--- config.mk ---
export PLATFORM = sky130hd
export DESIGN_NAME = tbp_pwm
export DESIGN_NICKNAME = d
export VERILOG_FILES = /design/src/tbp_pkg.sv /design/src/tbp_prescaler.sv /design/src/tbp_postscaler.sv /design/src/tbp_pwm.sv
export SDC_FILE = /design/constraint.sdc
export NUM_CORES = 1
export LEC_CHECK = 0
export BUFFER_PORTS_ARGS = -buffer_cell sky130_fd_sc_hd__buf_4
export CAP_MARGIN = 30
export CORE_MARGIN = 2
export CORE_UTILIZATION = 63
export CTS_BUF_LIST = sky130_fd_sc_hd__clkbuf_8
export DETAILED_ROUTE_END_ITERATION = 8
export GPL_TIMING_DRIVEN = 0
export PLACE_DENSITY = 0.85
export SYNTH_ARGS = -nofsm -noshare
export SYNTH_HDL_FRONTEND = slang
export SYNTH_HIERARCHICAL = 1
export SYNTH_SLANG_ARGS = --single-unit
--- constraint.sdc ---
create_clock -name clk_sys -period 7.05 [get_ports clk_sys]
set_clock_uncertainty 0.05 [all_clocks]
set_input_delay 0 -clock clk_sys [delete_from_list [all_inputs] [get_ports clk_sys]]
set_output_delay 0 -clock clk_sys [all_outputs]
set_load 0.1 [all_outputs]
--- src/tbp_pkg.sv ---
// Purpose: Constants for the timer based pulse width output block
// Assumes: APB with 32-bit data, one register per aligned word
// Notes: Byte offsets chosen for this block
package tbp_pkg;
	localparam logic [7:0] ADDR_TIME_BASE_COUNT     = 8'h00;
	localparam logic [7:0] ADDR_TIME_BASE_PERIOD    = 8'h04;
	localparam logic [7:0] ADDR_TIME_BASE_CONTROL   = 8'h08;
	localparam logic [7:0] ADDR_DUTY_LOW_BYTE_ONE   = 8'h0C;
	localparam logic [7:0] ADDR_DUTY_SHADOW_BYTE    = 8'h10;
	localparam logic [7:0] ADDR_MODULE_CONTROL_ONE  = 8'h14;
	localparam logic [7:0] ADDR_PORT_C_DIRECTION    = 8'h18;
	localparam logic [7:0] ADDR_GENERAL_PORT_C      = 8'h1C;
	localparam logic [7:0] ADDR_MATCH_FLAG          = 8'h20;
	localparam logic [7:0] RESET_TIME_BASE_PERIOD   = 8'hFF;
	localparam logic [7:0] RESET_PORT_C_DIRECTION   = 8'hFF;
	localparam logic [7:0] RESET_ZERO               = 8'h00;
	localparam int         PIN_BIT                  = 2;
	localparam int         CTRL_ENABLE_BIT          = 2;
	localparam int         CTRL_POST_LSB            = 3;
	localparam int         MODE_DUTY_LSB            = 4;
	localparam int         MODE_PWM_LSB             = 2;
	localparam logic [1:0] MODE_PWM_CODE            = 2'h3;
	localparam logic [1:0] PRESCALE_DIV1            = 2'h0;
	localparam logic [1:0] PRESCALE_DIV4            = 2'h1;
	localparam int         OSC_PER_INSTR            = 4;
	localparam int         DIVIDE_MAX               = 16;
endpackage

--- src/tbp_prescaler.sv ---
// Purpose: Prescaler giving time base ticks and two low duty bits
// Assumes: Four clk_sys edges form one instruction cycle
// Notes: Divides by 1, 4 or 16
`timescale 1ns/100ps
`default_nettype none
module tbp_prescaler (
	input  wire logic       clk_sys,
	input  wire logic       reset,
	input  wire logic       enable,
	input  wire logic [1:0] select,
	output logic            tick,
	output logic [1:0]      low_bits
);
	logic [5:0] count;
	logic [5:0] span;
	always_comb begin
		if (select == tbp_pkg::PRESCALE_DIV1) begin
			span = 6'(tbp_pkg::OSC_PER_INSTR);
		end else if (select == tbp_pkg::PRESCALE_DIV4) begin
			span = 6'(tbp_pkg::OSC_PER_INSTR * 4);
		end else begin
			span = 6'(tbp_pkg::OSC_PER_INSTR * tbp_pkg::DIVIDE_MAX);
		end
	end
	// Quarter phase or upper prescaler bits extend the count
	always_comb begin
		if (select == tbp_pkg::PRESCALE_DIV1) begin
			low_bits = count[1:0];
		end else if (select == tbp_pkg::PRESCALE_DIV4) begin
			low_bits = count[3:2];
		end else begin
			low_bits = count[5:4];
		end
	end
	assign tick = enable && (count == span - 6'h01);
	always_ff @(posedge clk_sys) begin
		if (reset || !enable || tick) begin
			count <= 6'h00;
		end else begin
			count <= count + 6'h01;
		end
	end
endmodule
`default_nettype wire

--- src/tbp_postscaler.sv ---
// Purpose: Postscaler that divides time base matches into a flag
// Assumes: Match pulses last one cycle
// Notes: Flag does not touch the waveform
`timescale 1ns/100ps
`default_nettype none
module tbp_postscaler (
	input  wire logic       clk_sys,
	input  wire logic       reset,
	input  wire logic       match,
	input  wire logic [3:0] select,
	input  wire logic       clear,
	output logic            flag
);
	logic [3:0] count;
	always_ff @(posedge clk_sys) begin
		if (reset) begin
			count <= 4'h0;
		end else if (match) begin
			count <= (count == select) ? 4'h0 : count + 4'h1;
		end
	end
	// Set wins over clear
	always_ff @(posedge clk_sys) begin
		if (reset) begin
			flag <= 1'b0;
		end else if (match && count == select) begin
			flag <= 1'b1;
		end else if (clear) begin
			flag <= 1'b0;
		end
	end
endmodule
`default_nettype wire

--- src/tbp_pwm.sv ---
// Purpose: Timer based ten bit pulse width output with APB registers
// Assumes: APB master per protocol, pins synchronous to clk_sys
// Notes: Zero wait state slave, no error answers
//
// Added by the designer: the placing of the registers and the APB interface to the registers.
`timescale 1ns/100ps
`default_nettype none
module tbp_pwm (
	input  wire logic        clk_sys,
	input  wire logic        reset,
	input  wire logic        psel,
	input  wire logic        penable,
	input  wire logic        pwrite,
	input  wire logic [7:0]  paddr,
	input  wire logic [31:0] pwdata,
	output logic [31:0]      prdata,
	output logic             pready,
	output logic             pslverr,
	output logic             pwm_output_pin,
	output logic             pwm_output_enable
);
	logic [7:0] time_base_count;
	logic [7:0] time_base_period;
	logic [7:0] time_base_control;
	logic [7:0] duty_low_byte_one;
	logic [7:0] duty_shadow_byte_one;
	logic [7:0] module_control_one;
	logic [7:0] port_c_direction;
	logic [7:0] general_port_c;
	logic [1:0] duty_latch;
	logic       modulation_latch;
	logic       tick;
	logic [1:0] low_bits;
	logic       period_end;
	logic       pwm_mode;
	logic       match_flag;
	logic       wr;
	logic       rd;
	logic [7:0] next_count;
	logic [9:0] buffered_duty;
	logic [9:0] extended_count;
	logic       clear_match;
	logic       period_start;
	logic       pin_value;

	function automatic logic mode_is_pwm(input logic [7:0] ctrl);
		return ctrl[tbp_pkg::MODE_PWM_LSB +: 2] == tbp_pkg::MODE_PWM_CODE;
	endfunction

	assign wr = psel && penable && pwrite;
	assign rd = psel && !penable && !pwrite;
	assign pwm_mode = mode_is_pwm(module_control_one);
	assign period_end = tick && (time_base_count == time_base_period);
	assign buffered_duty = {duty_shadow_byte_one, duty_latch};
	assign extended_count = {time_base_count, low_bits};
	assign clear_match = buffered_duty == extended_count;

	tbp_prescaler u_prescaler (
		.clk_sys  (clk_sys),
		.reset    (reset),
		.enable   (time_base_control[tbp_pkg::CTRL_ENABLE_BIT]),
		.select   (time_base_control[1:0]),
		.tick     (tick),
		.low_bits (low_bits)
	);

	tbp_postscaler u_postscaler (
		.clk_sys (clk_sys),
		.reset   (reset),
		.match   (period_end),
		.select  (time_base_control[tbp_pkg::CTRL_POST_LSB +: 4]),
		.clear   (wr && paddr == tbp_pkg::ADDR_MATCH_FLAG && !pwdata[0]),
		.flag    (match_flag)
	);

	always_comb begin
		if (period_end) begin
			next_count = tbp_pkg::RESET_ZERO;
		end else if (tick) begin
			next_count = time_base_count + 8'h01;
		end else begin
			next_count = time_base_count;
		end
	end

	always_ff @(posedge clk_sys) begin
		if (reset) begin
			time_base_count <= tbp_pkg::RESET_ZERO;
		end else if (wr && paddr == tbp_pkg::ADDR_TIME_BASE_COUNT) begin
			time_base_count <= pwdata[7:0];
		end else begin
			time_base_count <= next_count;
		end
	end

	always_ff @(posedge clk_sys) begin
		if (reset) begin
			time_base_period   <= tbp_pkg::RESET_TIME_BASE_PERIOD;
			time_base_control  <= tbp_pkg::RESET_ZERO;
			duty_low_byte_one  <= tbp_pkg::RESET_ZERO;
			module_control_one <= tbp_pkg::RESET_ZERO;
			port_c_direction   <= tbp_pkg::RESET_PORT_C_DIRECTION;
			general_port_c     <= tbp_pkg::RESET_ZERO;
		end else if (wr) begin
			case (paddr)
				tbp_pkg::ADDR_TIME_BASE_PERIOD: begin
					time_base_period <= pwdata[7:0];
				end
				tbp_pkg::ADDR_TIME_BASE_CONTROL: begin
					time_base_control <= {1'b0, pwdata[6:0]};
				end
				tbp_pkg::ADDR_DUTY_LOW_BYTE_ONE: begin
					duty_low_byte_one <= pwdata[7:0];
				end
				tbp_pkg::ADDR_MODULE_CONTROL_ONE: begin
					module_control_one <= {2'h0, pwdata[5:0]};
				end
				tbp_pkg::ADDR_PORT_C_DIRECTION: begin
					port_c_direction <= pwdata[7:0];
				end
				tbp_pkg::ADDR_GENERAL_PORT_C: begin
					general_port_c <= pwdata[7:0];
				end
				default: begin
				end
			endcase
		end
	end

	// Shadow byte writable only outside modulation mode
	always_ff @(posedge clk_sys) begin
		if (reset) begin
			duty_shadow_byte_one <= tbp_pkg::RESET_ZERO;
			duty_latch           <= 2'h0;
		end else if (pwm_mode && period_end) begin
			duty_shadow_byte_one <= duty_low_byte_one;
			duty_latch <= module_control_one[tbp_pkg::MODE_DUTY_LSB +: 2];
		end else if (!pwm_mode && wr && paddr == tbp_pkg::ADDR_DUTY_SHADOW_BYTE) begin
			duty_shadow_byte_one <= pwdata[7:0];
		end
	end

	// Set one cycle after the period end so the registered clear lands on the match
	always_ff @(posedge clk_sys) begin
		if (reset) begin
			period_start <= 1'b0;
		end else begin
			period_start <= period_end;
		end
	end

	// Internal output latch
	always_ff @(posedge clk_sys) begin
		if (reset || !pwm_mode) begin
			modulation_latch <= 1'b0;
		end else if (period_start) begin
			modulation_latch <= buffered_duty != 10'h000;
		end else if (clear_match) begin
			modulation_latch <= 1'b0;
		end
	end

	always_comb begin
		if (pwm_mode) begin
			pin_value = modulation_latch;
		end else begin
			pin_value = general_port_c[tbp_pkg::PIN_BIT];
		end
	end

	always_ff @(posedge clk_sys) begin
		if (reset) begin
			pwm_output_pin    <= 1'b0;
			pwm_output_enable <= 1'b0;
		end else begin
			pwm_output_pin    <= pin_value;
			pwm_output_enable <= !port_c_direction[tbp_pkg::PIN_BIT];
		end
	end

	always_ff @(posedge clk_sys) begin
		if (reset) begin
			prdata <= 32'h0000_0000;
		end else if (rd) begin
			case (paddr)
				tbp_pkg::ADDR_TIME_BASE_COUNT:    prdata <= {24'h0, time_base_count};
				tbp_pkg::ADDR_TIME_BASE_PERIOD:   prdata <= {24'h0, time_base_period};
				tbp_pkg::ADDR_TIME_BASE_CONTROL:  prdata <= {24'h0, time_base_control};
				tbp_pkg::ADDR_DUTY_LOW_BYTE_ONE:  prdata <= {24'h0, duty_low_byte_one};
				tbp_pkg::ADDR_DUTY_SHADOW_BYTE:   prdata <= {24'h0, duty_shadow_byte_one};
				tbp_pkg::ADDR_MODULE_CONTROL_ONE: prdata <= {24'h0, module_control_one};
				tbp_pkg::ADDR_PORT_C_DIRECTION:   prdata <= {24'h0, port_c_direction};
				tbp_pkg::ADDR_GENERAL_PORT_C:     prdata <= {24'h0, general_port_c};
				tbp_pkg::ADDR_MATCH_FLAG:         prdata <= {31'h0, match_flag};
				default:                          prdata <= 32'h0000_0000;
			endcase
		end
	end

	always_ff @(posedge clk_sys) begin
		if (reset) begin
			pready  <= 1'b0;
			pslverr <= 1'b0;
		end else begin
			pready  <= psel && !penable;
			pslverr <= 1'b0;
		end
	end
endmodule
`default_nettype wire

==> impl_metrics.csv <==
group,metric,value,unit
place,placed_cells,698,
place,placed_cell_area,5179,sq um
power_and_ir_drop,p_int,738.7,uW
power_and_ir_drop,combPwrFrac,0.135,
clocking,numCtsBuffers,9,
power_and_ir_drop,switching_power,300.0,uW
drt,wl_per_cell,19.40,um
drt,vias_per_cell,6.258,
sta,worstMarginPinSlew,0.6976,ns
clocking,post_cts_resized,0,
floorplan,die_area,8270,sq um
layout,final_util,0.7565,
power_and_ir_drop,p_leak,0.002201,uW
floorplan,die_h,90.94,um
clocking,cts_root_buf,"clkbuf_8",
yosys,synth_warnings,6,
clocking,clk_pin_slew,0.09,ns
layout,layoutNonFillerInstCount,725,
power_and_ir_drop,cellPowerDensity,188.3,nW/um^2
grt,grtUsageTotal,0.3386,
worst_setup_path,crit_cells,9,
yosys,async_flop_share,0,
clocking,cts_max_level,3,
yosys,ys.flop_type,"dfxtp_1",
sta,grt_setup_unrepaired,"false",
worst_setup_path,crit_fanout,10,
layout,antennaDiodeCount,0,
yosys,netlist.area_leader.share,0.3657,
worst_setup_path,slowest_delay,0.53,ns
sta,hold_viol,0,
sta,slew_headroom,0.5337,
worst_setup_path,endpoint_kind,"register",
run,drv_cap,0,
sta,timing.fmax,316.5,MHz
power_and_ir_drop,seqPwrFrac,0.475,
yosys,syn-cell-area,4762,sq um
yosys,yosys-top-cells-count,"dfxtp_1 (87), nand2_1 (60), nand3_1 (49), nor2_1 (34), a21oi_1 (33)",
clocking,cts_tree,"done",
yosys,synth_cell_types,62,
drt,drt-initial-drc-count,531,
clocking,cts_sinks,87,
clocking,cts_setup_buffers,0,
yosys,ys_seq_area_frac,0.3657,
run_status,status,"finished, final reports clean",
worst_setup_path,worstSetupPathType,"register to register",
yosys,yosys-top-cells-area,"dfxtp_1 (37%), nand3_1 (5.1%), nand2_1 (4.7%)",
power_and_ir_drop,clkPwrFrac,0.390,
sta,holdWs,0.07588,ns
grt,grt_pass1_wl,21850,um
hold_path,hold_path_depth,5,
yosys,synth_edf_count,0,
place,portBuffers,27,
sta,setup_viol,0,
grt,grt_pass1_vias,4180,
yosys,synth.avg_cell_area,8.690,sq um
yosys,netlist_instances,548,
hold_path,worstHoldStart,"penable",
layout,final_area,5517,sq um
yosys,ys_ff_latch,87,
drt,num_vias,4537,
floorplan,core-area,7292,sq um
worst_setup_path,startpoint,"u_prescaler/count[2]",
layout,drive_above_1_share,0.1901,
worst_setup_path,rr_worst_depth,9,
drt,drtAntennaViolNets,0,
floorplan,io_pins,81,
clocking,clk_latency,0.37,ns
worst_setup_path,crit_chain,"buf_6, or4_4, a221oi_4, nand4_2, or3_1, inv_1, nand4_1, xor2_1, a211oi_1",
layout,syn_to_final_growth,15.84,%
drt,drt_pass1_iterations,6,
yosys,yosysTopAreaCell,"dfxtp_1",
grt,gr-total-overflow,0,
grt,grt_max_degree,16,
clocking,ctsLongestPathBuffers,2,
floorplan,rows,31,
worst_setup_path,cp_slowest_cell,"or3_1",
drt,drcViolationCount,0,
floorplan,start_util,0.6531,
sta,timing.final.crit_share,0.4482,
sta,final.setup.tns,0,ns
worst_setup_path,cp_num_buf_inv,2,
floorplan,die_w,90.94,um
place,hpwl,10210,um
worst_setup_path,cp.arrival,3.41,ns
drt,wirelength,14070,um
worst_setup_path,r2r_start,"u_prescaler/count[2]",
yosys,synth_most_common_cell,"dfxtp_1",
grt,antenna_found_initial,0,
worst_setup_path,critical-path-top-delay-family,"simple AND/OR/NAND/NOR gates",
hold_path,holdCritPathClass,"primary input to register",
worst_setup_path,crit_path_start_kind,"register",
layout,final_nets,669,
power_and_ir_drop,switching_share,0.2889,
worst_setup_path,required,7.30,ns
sta,slew_violations,0,
clocking,postCtsHoldBufs,11,
sta,fin_crit,3.160,ns
place,gp_congestion,1.006,
power_and_ir_drop,vdd_ir_drop_max,0.1163,mV
[worst min-delay path, stage by stage]
cell	delay, ns
buf_4	0.09
nand2b_1	0.16
nor2_1	0.08
nor2_1	0.08
nor4_1	0.05
[sequential cells by signal (all words and copies together) (netlist names), 2 cells and up]
name,cells
general_port_c,8
time_base_period,8
port_c_direction,8
duty_latch,2
u_prescaler/count,6
module_control_one,6
time_base_control,7
duty_shadow_byte_one,8
u_postscaler/count,4
time_base_count,8
duty_low_byte_one,8
prdata,8
[final timing paths]
kind                           endpoint  slack [ns]
hold reg to reg   module_control_one[1]        0.41
hold / removal                prdata[0]        0.08
setup / recovery  u_postscaler/count[3]        3.89
setup reg to reg  u_postscaler/count[3]        3.89
[stage by stage]
step	worst slack, ns	total power [uW]
6_report	3.890	1039
5_1_grt	3.750	1060
3_5_place_dp	3.933	637.3
3_3_place_gp	3.989	636.4
4_1_cts	3.913	1032
2_1_floorplan	4.330	608.2
[layout by cell type, fill, tap and decap left out, types with 3 or more instances in the layout]
master and instances:
clkbuf_1 12, a21boi_0 3, xor2_1 15, o21ai_0 8
a21oi_1 33, and3_1 13, clkbuf_8 10, o31a_1 3
or3_1 4, buf_4 54, a22oi_1 21, xnor2_1 11
nand3_1 49, ha_1 3, conb_1 25, dfxtp_1 87
a22o_1 5, nand2_1 60, mux2_2 6, nor4_1 6
nor3_1 13, a211o_1 7, o21ai_1 7, a211oi_1 7
buf_2 17, inv_1 5, nand4_1 3, mux2i_1 21
nand3b_1 10, xnor2_2 3, o31ai_1 5, nor3b_1 3
dlygate4sd3_1 11, and2_1 5, nor2_1 34, mux4_2 5
[cells by family (layout without fill, tap and decap cells)]
| family | Yosys count | count (layout) | synth area share |
|---|---|---|---|
| muxes | 32 | 32 | 0.08197 |
| and+or+nand+nor | 219 | 219 | 0.2441 |
| DFF | 87 | 87 | 0.3657 |
| buffers and inverters | 64 | 118 | 0.07777 |
| xor gates and xnor gates | 29 | 29 | 0.05807 |
| other | 1 | 25 | 0.0007875 |
| adders and majority gates | 3 | 3 | 0.007883 |
| AOI/OAI and AO/OA | 113 | 113 | 0.1637 |
[layer usage]
metal | share of wire | routed length, um | GRT usage | vias up
met1 | 0.37 | 5253 | 0.4361 | 2091
met4 | 0.034 | 485 | 0.1275 | 0
li1 | - | - | - | 2078
met3 | 0.12 | 1673 | 0.07386 | 55
met2 | 0.47 | 6656 | 0.5568 | 313
met5 | 0 | 0 | 0 | -
[power by group through the flow]
stage,combinational (uW),clock (uW),sequential (uW)
2_1_floorplan,102,0,506
3_3_place_gp,132,0,505
3_5_place_dp,132,0,505
4_1_cts,137,401,493
5_1_grt,145,422,494
6_report,140,405,494
[final cells by class]
cell class,instances,area (sq um)
Buffer,59,351.6
Clock buffer,10,137.6
Clock inverter,6,90.09
Fill cell,565,1775
Inverter,5,18.77
Multi-Input combinational cell,421,2740
Sequential cell,87,1742
Tap cell,99,123.9
Timing Repair Buffer,38,312.8
Note: power is estimated with default switching activity, not from simulation.
